**config.mk**
```make
export PLATFORM = sky130hd
export DESIGN_NAME = pcll_core
export DESIGN_NICKNAME = d
export VERILOG_FILES = /design/src/rtl/pcl_pkg.sv /design/src/rtl/pcl_core.sv /design/src/rtl/pcl_latch.sv /design/src/rtl/pcl_adder.sv
export VERILOG_INCLUDE_DIRS = /design/src /design/src/rtl
export SDC_FILE = /design/constraint.sdc
export NUM_CORES = 1
export LEC_CHECK = 0
export ABC_AREA = 1
export BUFFER_PORTS_ARGS = -buffer_cell sky130_fd_sc_hd__buf_2
export CAP_MARGIN = 20
export CORE_AREA = 2 2 84 70
export DETAILED_ROUTE_END_ITERATION = 8
export DIE_AREA = 0 0 86 72
export PLACE_DENSITY = 0.83
export SKIP_LAST_GASP = 1
export SLEW_MARGIN = 10
export SYNTH_ARGS = -nofsm -noshare
export SYNTH_HDL_FRONTEND = slang
export SYNTH_SLANG_ARGS = --single-unit
```
**constraint.sdc**
```tcl
create_clock -name mclk -period 2.95 [get_ports mclk]
set_clock_uncertainty 0.1 [all_clocks]
set_input_delay 0.295 -clock mclk [delete_from_list [all_inputs] [get_ports mclk]]
set_output_delay 0.295 -clock mclk [all_outputs]
set_load 0.02 [all_outputs]
```
**src/rtl/pcl_defines.svh**
```systemverilog
// Purpose: Constants for the program counter load logic.
// Assumes: Included by the package and by every design file that needs widths or reset values.
// Notes: Definitions only.
`ifndef PCLL_DEFINES_SVH
`define PCLL_DEFINES_SVH
`define PCLL_PC_W 15
`define PCLL_UPPER_W 7
`define PCLL_LOW_W 8
`define PCLL_CALL_OP_W 11
`define PCLL_BRANCH_OP_W 9
`define PCLL_CALL_LATCH_HI 6
`define PCLL_CALL_LATCH_LO 3
`define PCLL_PC_RESET 15'h0000
`define PCLL_LATCH_RESET 7'h00
`define PCLL_PC_ONE 15'h0001
`endif

```
**src/rtl/pcl_pkg.sv**
```systemverilog
// Purpose: Types shared by the program counter load logic.
// Assumes: Header of constants is on the include path.
// Notes: Load kinds are one-hot.
`include "pcl_defines.svh"
package pcll_pkg;
  typedef enum logic [5:0] {
    PCLL_LOAD_SEQ = 6'h01,
    PCLL_LOAD_LOW = 6'h02,
    PCLL_LOAD_CALL = 6'h04,
    PCLL_LOAD_CALL_WORK = 6'h08,
    PCLL_LOAD_BRANCH_WORK = 6'h10,
    PCLL_LOAD_BRANCH_IMM = 6'h20
  } pcll_load_t;

  typedef struct packed {
    logic fetch;
    logic low_write;
    logic call_direct;
    logic call_working;
    logic branch_working;
    logic branch_immediate;
    logic latch_write;
  } pcll_ctrl_t;

  typedef struct packed {
    logic [`PCLL_LOW_W-1:0] working;
    logic [`PCLL_LOW_W-1:0] result;
    logic [`PCLL_CALL_OP_W-1:0] call_operand;
    logic [`PCLL_BRANCH_OP_W-1:0] branch_operand;
    logic [`PCLL_LOW_W-1:0] latch_data;
  } pcll_data_t;
endpackage : pcll_pkg

```
**src/rtl/pcl_core.sv**
```systemverilog
// Purpose: Program counter and its next-address selection.
// Assumes: Decoder raises at most one load strobe per fetch cycle; strobes are on mclk.
// Notes: Operand inputs come from the same clock domain and need no synchronisers.
`timescale 1ns/1ps
`include "pcl_defines.svh"
module pcll_core
  import pcll_pkg::*;
(
  input wire logic mclk,
  input wire logic arst_n,
  input wire pcll_ctrl_t ctrl,
  input wire pcll_data_t data,
  output logic [`PCLL_PC_W-1:0] fetch_address,
  output logic [`PCLL_LOW_W-1:0] counter_low_byte,
  output pcll_load_t last_load
);
  typedef struct packed {
    logic [`PCLL_PC_W-1:0] pc;
    pcll_load_t load;
  } pcll_core_state_t;

  pcll_core_state_t state;
  pcll_core_state_t next_state;
  logic [`PCLL_UPPER_W-1:0] high_address_latch;
  logic [`PCLL_PC_W-1:0] advanced;
  logic [`PCLL_PC_W-1:0] working_offset;
  logic [`PCLL_PC_W-1:0] immediate_offset;
  logic [`PCLL_PC_W-1:0] branch_offset;
  logic [`PCLL_PC_W-1:0] branch_target;
  logic [`PCLL_PC_W-1:0] sequential_target;
  logic [`PCLL_PC_W-1:0] low_target;
  logic [`PCLL_PC_W-1:0] call_target;
  logic [`PCLL_PC_W-1:0] call_working_target;
  logic counter_moves;
  pcll_load_t kind;

  // Priority order picks one load kind. The decoder should never raise two strobes,
  // but a fixed order keeps the counter defined if it ever does.
  function automatic pcll_load_t pcll_select(input pcll_ctrl_t c);
    if (c.low_write) begin
      return PCLL_LOAD_LOW;
    end else if (c.call_direct) begin
      return PCLL_LOAD_CALL;
    end else if (c.call_working) begin
      return PCLL_LOAD_CALL_WORK;
    end else if (c.branch_working) begin
      return PCLL_LOAD_BRANCH_WORK;
    end else if (c.branch_immediate) begin
      return PCLL_LOAD_BRANCH_IMM;
    end else begin
      return PCLL_LOAD_SEQ;
    end
  endfunction : pcll_select

  // Every kind but plain sequencing replaces the counter even without a fetch strobe.
  function automatic logic pcll_is_load(input pcll_load_t k);
    return k != PCLL_LOAD_SEQ;
  endfunction : pcll_is_load

  // The whole latch stands above a low byte; the low-byte write and the computed call share this.
  function automatic logic [`PCLL_PC_W-1:0] pcll_join_latch(
    input logic [`PCLL_UPPER_W-1:0] upper,
    input logic [`PCLL_LOW_W-1:0] low
  );
    return {upper, low};
  endfunction : pcll_join_latch

  // A direct call keeps only the top four latch bits; its operand already covers bits 10..0.
  function automatic logic [`PCLL_PC_W-1:0] pcll_join_call(
    input logic [`PCLL_UPPER_W-1:0] upper,
    input logic [`PCLL_CALL_OP_W-1:0] operand
  );
    return {upper[`PCLL_CALL_LATCH_HI:`PCLL_CALL_LATCH_LO], operand};
  endfunction : pcll_join_call

  // The latch is a register, so a latch write in the same cycle as a load is seen one cycle later.
  pcll_latch u_latch (
    .mclk(mclk),
    .arst_n(arst_n),
    .write(ctrl.latch_write),
    .data(data.latch_data),
    .high_address_latch(high_address_latch)
  );

  assign kind = pcll_select(ctrl);
  assign counter_moves = ctrl.fetch || pcll_is_load(kind);
  assign advanced = state.pc + `PCLL_PC_ONE;

  // The working register is unsigned, so every offset bit above it is zero.
  for (genvar w = 0; w < `PCLL_PC_W; w++) begin : g_working_offset
    if (w < `PCLL_LOW_W) begin : g_value
      assign working_offset[w] = data.working[w];
    end else begin : g_zero
      assign working_offset[w] = 1'b0;
    end
  end

  // The immediate operand is signed; its top bit fills every offset bit above it.
  for (genvar i = 0; i < `PCLL_PC_W; i++) begin : g_immediate_offset
    if (i < `PCLL_BRANCH_OP_W) begin : g_value
      assign immediate_offset[i] = data.branch_operand[i];
    end else begin : g_sign
      assign immediate_offset[i] = data.branch_operand[`PCLL_BRANCH_OP_W-1];
    end
  end

  always_comb begin
    branch_offset = working_offset;
    if (kind == PCLL_LOAD_BRANCH_IMM) begin
      branch_offset = immediate_offset;
    end
  end

  pcll_adder u_adder (
    .base(advanced),
    .offset(branch_offset),
    .target(branch_target)
  );

  // Without a fetch strobe the counter holds, since the core is then stalled.
  assign sequential_target = ctrl.fetch ? advanced : state.pc;
  // An add into the low byte keeps the latch's block, so tables must not straddle 256 words.
  assign low_target = pcll_join_latch(high_address_latch, data.result);
  assign call_target = pcll_join_call(high_address_latch, data.call_operand);
  assign call_working_target = pcll_join_latch(high_address_latch, data.working);

  always_comb begin
    next_state = state;
    if (counter_moves) begin
      next_state.load = kind;
    end
    case (kind)
      PCLL_LOAD_SEQ: begin
        next_state.pc = sequential_target;
      end
      PCLL_LOAD_LOW: begin
        next_state.pc = low_target;
      end
      PCLL_LOAD_CALL: begin
        next_state.pc = call_target;
      end
      PCLL_LOAD_CALL_WORK: begin
        next_state.pc = call_working_target;
      end
      PCLL_LOAD_BRANCH_WORK, PCLL_LOAD_BRANCH_IMM: begin
        next_state.pc = branch_target;
      end
      default: begin
        next_state.pc = state.pc;
      end
    endcase
  end

  always_ff @(posedge mclk or negedge arst_n) begin
    if (!arst_n) begin
      state.pc <= `PCLL_PC_RESET;
      state.load <= PCLL_LOAD_SEQ;
    end else begin
      state <= next_state;
    end
  end

  assign fetch_address = state.pc;
  assign counter_low_byte = state.pc[`PCLL_LOW_W-1:0];
  assign last_load = state.load;
endmodule : pcll_core

```
**src/rtl/pcl_latch.sv**
```systemverilog
// Purpose: High-address latch register written by the datapath.
// Assumes: Write strobe and data come from logic on mclk.
// Notes: Only its seven low bits exist; upper bit of the written byte is dropped.
`timescale 1ns/1ps
`include "pcl_defines.svh"
module pcll_latch
  import pcll_pkg::*;
(
  input wire logic mclk,
  input wire logic arst_n,
  input wire logic write,
  input wire logic [`PCLL_LOW_W-1:0] data,
  output logic [`PCLL_UPPER_W-1:0] high_address_latch
);
  typedef struct packed {
    logic [`PCLL_UPPER_W-1:0] latch;
  } pcll_latch_state_t;

  pcll_latch_state_t state;
  pcll_latch_state_t next_state;

  always_comb begin
    next_state = state;
    if (write) begin
      next_state.latch = data[`PCLL_UPPER_W-1:0];
    end
  end

  always_ff @(posedge mclk or negedge arst_n) begin
    if (!arst_n) begin
      state.latch <= `PCLL_LATCH_RESET;
    end else begin
      state <= next_state;
    end
  end

  assign high_address_latch = state.latch;
endmodule : pcll_latch

```
**src/rtl/pcl_adder.sv**
```systemverilog
// Purpose: Full-width relative branch target adder.
// Assumes: Base is the counter after it advanced past the branch.
// Notes: Purely combinational; wraps within the counter width.
`timescale 1ns/1ps
`include "pcl_defines.svh"
module pcll_adder
  import pcll_pkg::*;
(
  input wire logic [`PCLL_PC_W-1:0] base,
  input wire logic [`PCLL_PC_W-1:0] offset,
  output logic [`PCLL_PC_W-1:0] target
);
  // Carry runs through all fifteen bits so a branch can leave its 256-word block.
  assign target = base + offset;
endmodule : pcll_adder

```
* Word-level counts from Yosys, hierarchy flattened *
Cells that the tools add are included.

cells by class
  add/subtract/negate cells = 2
  equality and inequality tests = 8
  muxes and demuxes = 8
  reduce and logical (&&, ||, !) cells = 4

operators with widths
  cell                     count
  $pmux W15 S5             1
  $mux W15                 2
  $mux W6                  5
  $add A15 B1 Y15 const B  1
  $add A15 B15 Y15         1
  $eq A6 B1 Y1 const B     1
  $eq A6 B2 Y1 const B     1
  $eq A6 B3 Y1 const B     1
  $eq A6 B4 Y1 const B     1
  $eq A6 B5 Y1 const B     1
  $eq A6 B6 Y1 const B     1
  $ne A6 B1 Y1 const B     1
  $reduce_bool A5 Y1       1
  $ne A2 B2 Y1 const B     1
  $reduce_and A2 Y1        1
  $reduce_or A2 Y1         1
  $logic_or A1 B1 Y1       1

storage, ports and cells
  flip-flop bits (word level) = 28

* Depth between registers and ports, before layout *
  depth after elaboration = 9
  mapped depth = 21

* Hierarchy *
From an unflattened synthesis, not the netlist that was laid out.

second synthesis, totals
  cell total of the unflattened synthesis = 491
  area total of the unflattened synthesis = 3024.2 sq um

by module, submodules not included
  module      times used  cells each  area each (sq um)  seq. area each (sq um)
  pcll_core   1           306         1916.8             526.8
  pcll_adder  1           155         838.3              0.0
  pcll_latch  1           30          269.0              175.2

* Worst setup path before layout *
No wires, ideal clock.

  path type = input to register
  start point = in ctrl[4] (netlist bit)
  end point = reg state (netlist bit fetch_address[4])
  library setup time = 0.129 ns
  data arrival time = 2.583 ns
  setup slack = 0.138 ns
  stages on the path = 16
  buffers on the path = 1
  cell sequence = inv_1 -> nand2_2 -> nor2_4 -> nand2_1 -> clkbuf_1 -> mux2_2 -> ha_1 -> fa_1 -> nand3_1 -> nand2_1 -> nor2_1 -> o22ai_1 -> a221oi_1 -> o21ai_0 -> nand2_1 -> o21ai_1

between the ends
  cells in the longest elaborated chain, start to end = 6
  elaborated cells between the ends (all ways) = 15
  classes of those cells = add/sub (1); eq/ne (7); mux (4); reduce/logical (3)

ends and longest elaborated chain
  element                                                        RTL line                          text
  start: declaration                                             pcl_core.sv:11                    input wire pcll_ctrl_t ctrl,
  $mux W6 (*)                                                    pcl_core.sv:42                    end else if (c.call_direct) begin
  $mux W6 (*)                                                    pcl_core.sv:40                    if (c.low_write) begin
  $eq A6 B6 Y1 / $eq A6 B5 Y1 (equally long branches)            pcl_core.sv:109, pcl_core.sv:132
  $mux W15 / $reduce_or A2 Y1 (equally long branches)            pcl_core.sv:109, pcl_core.sv:132
  $add A15 B15 Y15 / $reduce_bool A5 Y1 (equally long branches)  n/a
  $pmux W15 S5 / $reduce_and A2 Y1 (equally long branches)       n/a
  end signal: assignment                                         pcl_core.sv:159                   state <= next_state;
  end: declaration                                               pcl_core.sv:22                    pcll_core_state_t state;

Every way passes the cells marked *; elsewhere a longest branch is shown, timed or not.
A chain may end at the register's enable or synchronous reset.

* Final worst setup path *
  start point = reg state (netlist bit fetch_address[0])
  end point = reg state (netlist bit fetch_address[11])

between the ends
  cells in the longest elaborated chain, start to end = 3
  elaborated cells between the ends (all ways) = 4
  classes of those cells = add/sub (2); mux (2)

ends and longest elaborated chain
  element                                              RTL line                          text
  $add A15 B1 Y15 (no line) (*)                        n/a
  $add A15 B15 Y15 / $mux W15 (equally long branches)  pcl_adder.sv:14, pcl_core.sv:121
  $pmux W15 S5 (*)                                     pcl_core.sv:132                   case (kind)

Every way passes the cells marked *; elsewhere a longest branch is shown, timed or not. The select of a mux whose other input is x is not followed.

==> results.toml <==
[global_routing]
grt_max_degree = 29
antenna_found_initial = 0
grt-ovfl-total = 0
grt_pass1_wl_microns = 12400
grt_pass1_vias = 2690
grtUsageTotal = 0.246

[worst_setup_path]
path_delay_family = "simple AND/OR/NAND/NOR gates"
crit_path_end_kind = "register"
crit_required_ps = 3050
path_class = "register to register"
worst_path_max_delay_cell = "dfrtp_1"
cp_cell_sequence = "ha_1 -> nand2_2 -> nor2_8 -> and3_1 -> nor2_1 -> ha_1 -> a21o_1 -> a21boi_0 -> nand3_2 -> nand3_2 -> nand2_2 -> nand2_1 -> nand3_1 -> o211ai_1 -> nand2_1 -> o21ai_1"
worst_ep_arrival_time_ps = 2920
max_stage_delay_ps = 410
critPathBufInv = 0
cp-start-kind = "register"
crit_fanout = 5

[power]
intPower_mw = 0.769
ir_worst_vdd_uv = 265
power_mw = 1.29
p_per_area_nw_per_um2 = 388
swShare = 0.403
power.share.combinational = 0.458
pwr-share-seq = 0.361
leakage_nw = 1.74
p_sw_mw = 0.519
pwr-share-clk = 0.182

[timing]
period_minus_slack_ps = 2820
setup_tns_ps = 0
worst_pin_slew_ps = 884
rsz0062_at_grt = "true"
finalSetupViolCount = 0
drv_slew = 0
relSlewSlack = 0.408
fin_crit_sh = 0.956
fmax_ghz = 0.355
hold_viol = 0

[placement]
numPortBuffers = 80
dp_hpwl_microns = 5990
routabilityCongestion = 0.928

[clocking]
htreeDepth = 1
root_buffer = "clkbuf_8"
clock_path_buffers = 2
worst_skew_pair.late_latency_ps = 270
cts.clk_slew.worst_paths_ps = 90
cts_sinks = 28
cts_made_buffers = 3
cts_tree = "yes"

[cells_and_area]
diodes = 0
n_fill_cell = 471
syn_to_final_growth_pct = 20.2
fin_nets = 538
drive_above_1_share = 0.323

[run]
maxCapViolCount = 0

[synth]
ys_seq_area_frac = 0.254
synth_cell_types = 47
synth-edff-count = 0
yosysTopAreaCellShare = 0.245
syn_inst = 391
syn_area_sq_um = 2760
yosysWarnings = 0
ys.flop_type = "dfrtp_1"
synthTopCellsByArea = "dfrtp_1 (24%), nand2_1 (12%), ha_1 (5.9%)"
synthArstFlopShare = 1.00
syn_nets = 458
ys_ff_latch = 28
synth_top_area_cell = "dfrtp_1"
synth.avg_cell_area_sq_um = 7.06

[drt]
dr.pass1.iters = 5
drt_wl_total_microns = 7630
wl_per_cell_microns = 14.3
drc_errors = 0
drt-initial-drc-count = 141
vias = 2885
vias_per_cell = 5.39
ant_nets = 0

[floorplan]
io-pin-count = 82
num_rows = 24
dieArea_sq_um = 6190
initial_core_util = 0.520
die_x_microns = 86
fp.dieH_microns = 72
core-area_sq_um = 5320

[outcome]
status = "finished clean"

[min_path]
min_path_type = "input port to register"
-- cells in the final DEF (no fill, tap or decap), types with 2 or more instances in the layout --
cell | netlist | layout
nand4_1 | 7 | 7
clkinv_2 | 2 | 2
xor2_1 | 7 | 7
ha_4 | 0 | 3
inv_1 | 43 | 43
nor3_1 | 2 | 2
o221ai_1 | 2 | 2
nand4_2 | 2 | 2
nand2_2 | 12 | 12
clkbuf_8 | 2 | 4
o21ai_1 | 7 | 9
o22ai_1 | 2 | 2
nand3_2 | 6 | 7
a22o_1 | 3 | 3
a21boi_0 | 2 | 2
a21oi_1 | 22 | 20
a221oi_1 | 2 | 2
o21ai_0 | 26 | 24
nand3b_1 | 2 | 2
nor2_2 | 2 | 2
mux2_2 | 9 | 9
nor2_4 | 5 | 5
ha_1 | 13 | 10
dfrtp_1 | 27 | 26
a21oi_2 | 0 | 2
nand2_1 | 90 | 90
buf_2 | 1 | 80
nand3_1 | 27 | 26
nor2_1 | 30 | 30
inv_2 | 5 | 5
buf_4 | 9 | 12
-- state kept, by name, summed over array words and instances, names as in the netlist --
name	cells
fetch_address	15
last_load	6
u_latch.high_address_latch	7
-- timing repair --
item                                    4_1_cts  5_1_grt
endpoints found under the setup margin        0        9
resized for setup                             0        9
setup buffers                                 0        2
hold endpoints to repair                     27        0
hold buffers                                  1        0
-- metal layers --
layer	wire, microns	share of wire	GRT usage
met5	0	0	0
met4	81	0.011	0.0653
met3	528	0.069	0.0205
met2	3470	0.45	0.401
met1	3560	0.47	0.355
-- power by group through the flow --
stage	clock (mW)	sequential [mW]	combinational, mW
2_1_floorplan	0	0.502	0.366
3_3_place_gp	0	0.470	0.545
3_5_place_dp	0	0.472	0.558
4_1_cts	0.240	0.464	0.563
5_1_grt	0.254	0.470	0.652
6_report	0.234	0.465	0.590
-- worst register-to-register path: cells and delay by family (launching register included) --
kind	cells	cell delay, ps
and+or+nand+nor	10	1050
adders and majority gates	2	550
AOI/OAI and AO/OA	4	640
DFF	1	410
-- path summary, 6_finish.rpt --
check | startpoint | to | slack [ps] | depth (start not counted)
min reg2reg | last_load[1]$_DFFE_PN0P_ | last_load[1]$_DFFE_PN0P_ | 380 | 2
max in group asynchronous | arst_n | fetch_address[6]$_DFFE_PN0P_ | 1820 | 2
min in group asynchronous | arst_n | last_load[2]$_DFFE_PN0P_ | 480 | 2
max reg2reg | fetch_address[0]$_DFFE_PN0P_ | fetch_address[11]$_DFFE_PN0P_ | 130 | 16
min | data[5] | u_latch.high_address_latch[5]$_DFFE_PN0P_ | 120 | 3
max | fetch_address[0]$_DFFE_PN0P_ | fetch_address[11]$_DFFE_PN0P_ | 130 | 16
-- Yosys cell counts (2+ instances only) --
library cell  count
nand2_1          90
inv_1            43
nor2_1           30
dfrtp_1          27
nand3_1          27
o21ai_0          26
a21oi_1          22
ha_1             13
nand2_2          12
buf_4             9
mux2_2            9
nand4_1           7
o21ai_1           7
xor2_1            7
nand3_2           6
clkbuf_1          5
inv_2             5
nor2_4            5
a22o_1            3
a21boi_0          2
a221oi_1          2
clkbuf_8          2
clkinv_2          2
nand3b_1          2
nand4_2           2
nor2_2            2
nor3_1            2
o221ai_1          2
o22ai_1           2
-- stage by stage --
stage                     setup WS (ps)  cell area, sq um  hold slack (ps)  cells  utilization
after detailed placement           82.8              3190              251    528        0.600
after global placement             92.0              3190              246    528        0.600
after floorplan                     138              2760             -101    391            -
after global routing              -44.8              3320              130    535        0.625
final                               130              3320              124    535        0.625
after CTS                          93.6              3250              119    533        0.612
-- logic make-up after synthesis --
group | after synthesis | synth area share
XOR/XNOR | 9 | 0.0335
multiplexers | 9 | 0.0367
AO/OA/AOI/OAI | 73 | 0.152
adder cells (fa/ha/maj) | 14 | 0.0662
flip-flops | 28 | 0.254
buffers and inverters | 68 | 0.116
AND/OR/NAND/NOR | 190 | 0.342
-- cell type report --
class                   count  area, sq um  share of cell area
repair buffers             93          500               0.151
inverters                  50          190              0.0573
well taps                  65         81.3              0.0245
clock buffers               4         55.1              0.0166
multi-input cells         295         1790               0.539
flip-flops and latches     28          703               0.212
No activity file was read; power rests on OpenSTA's default activity.
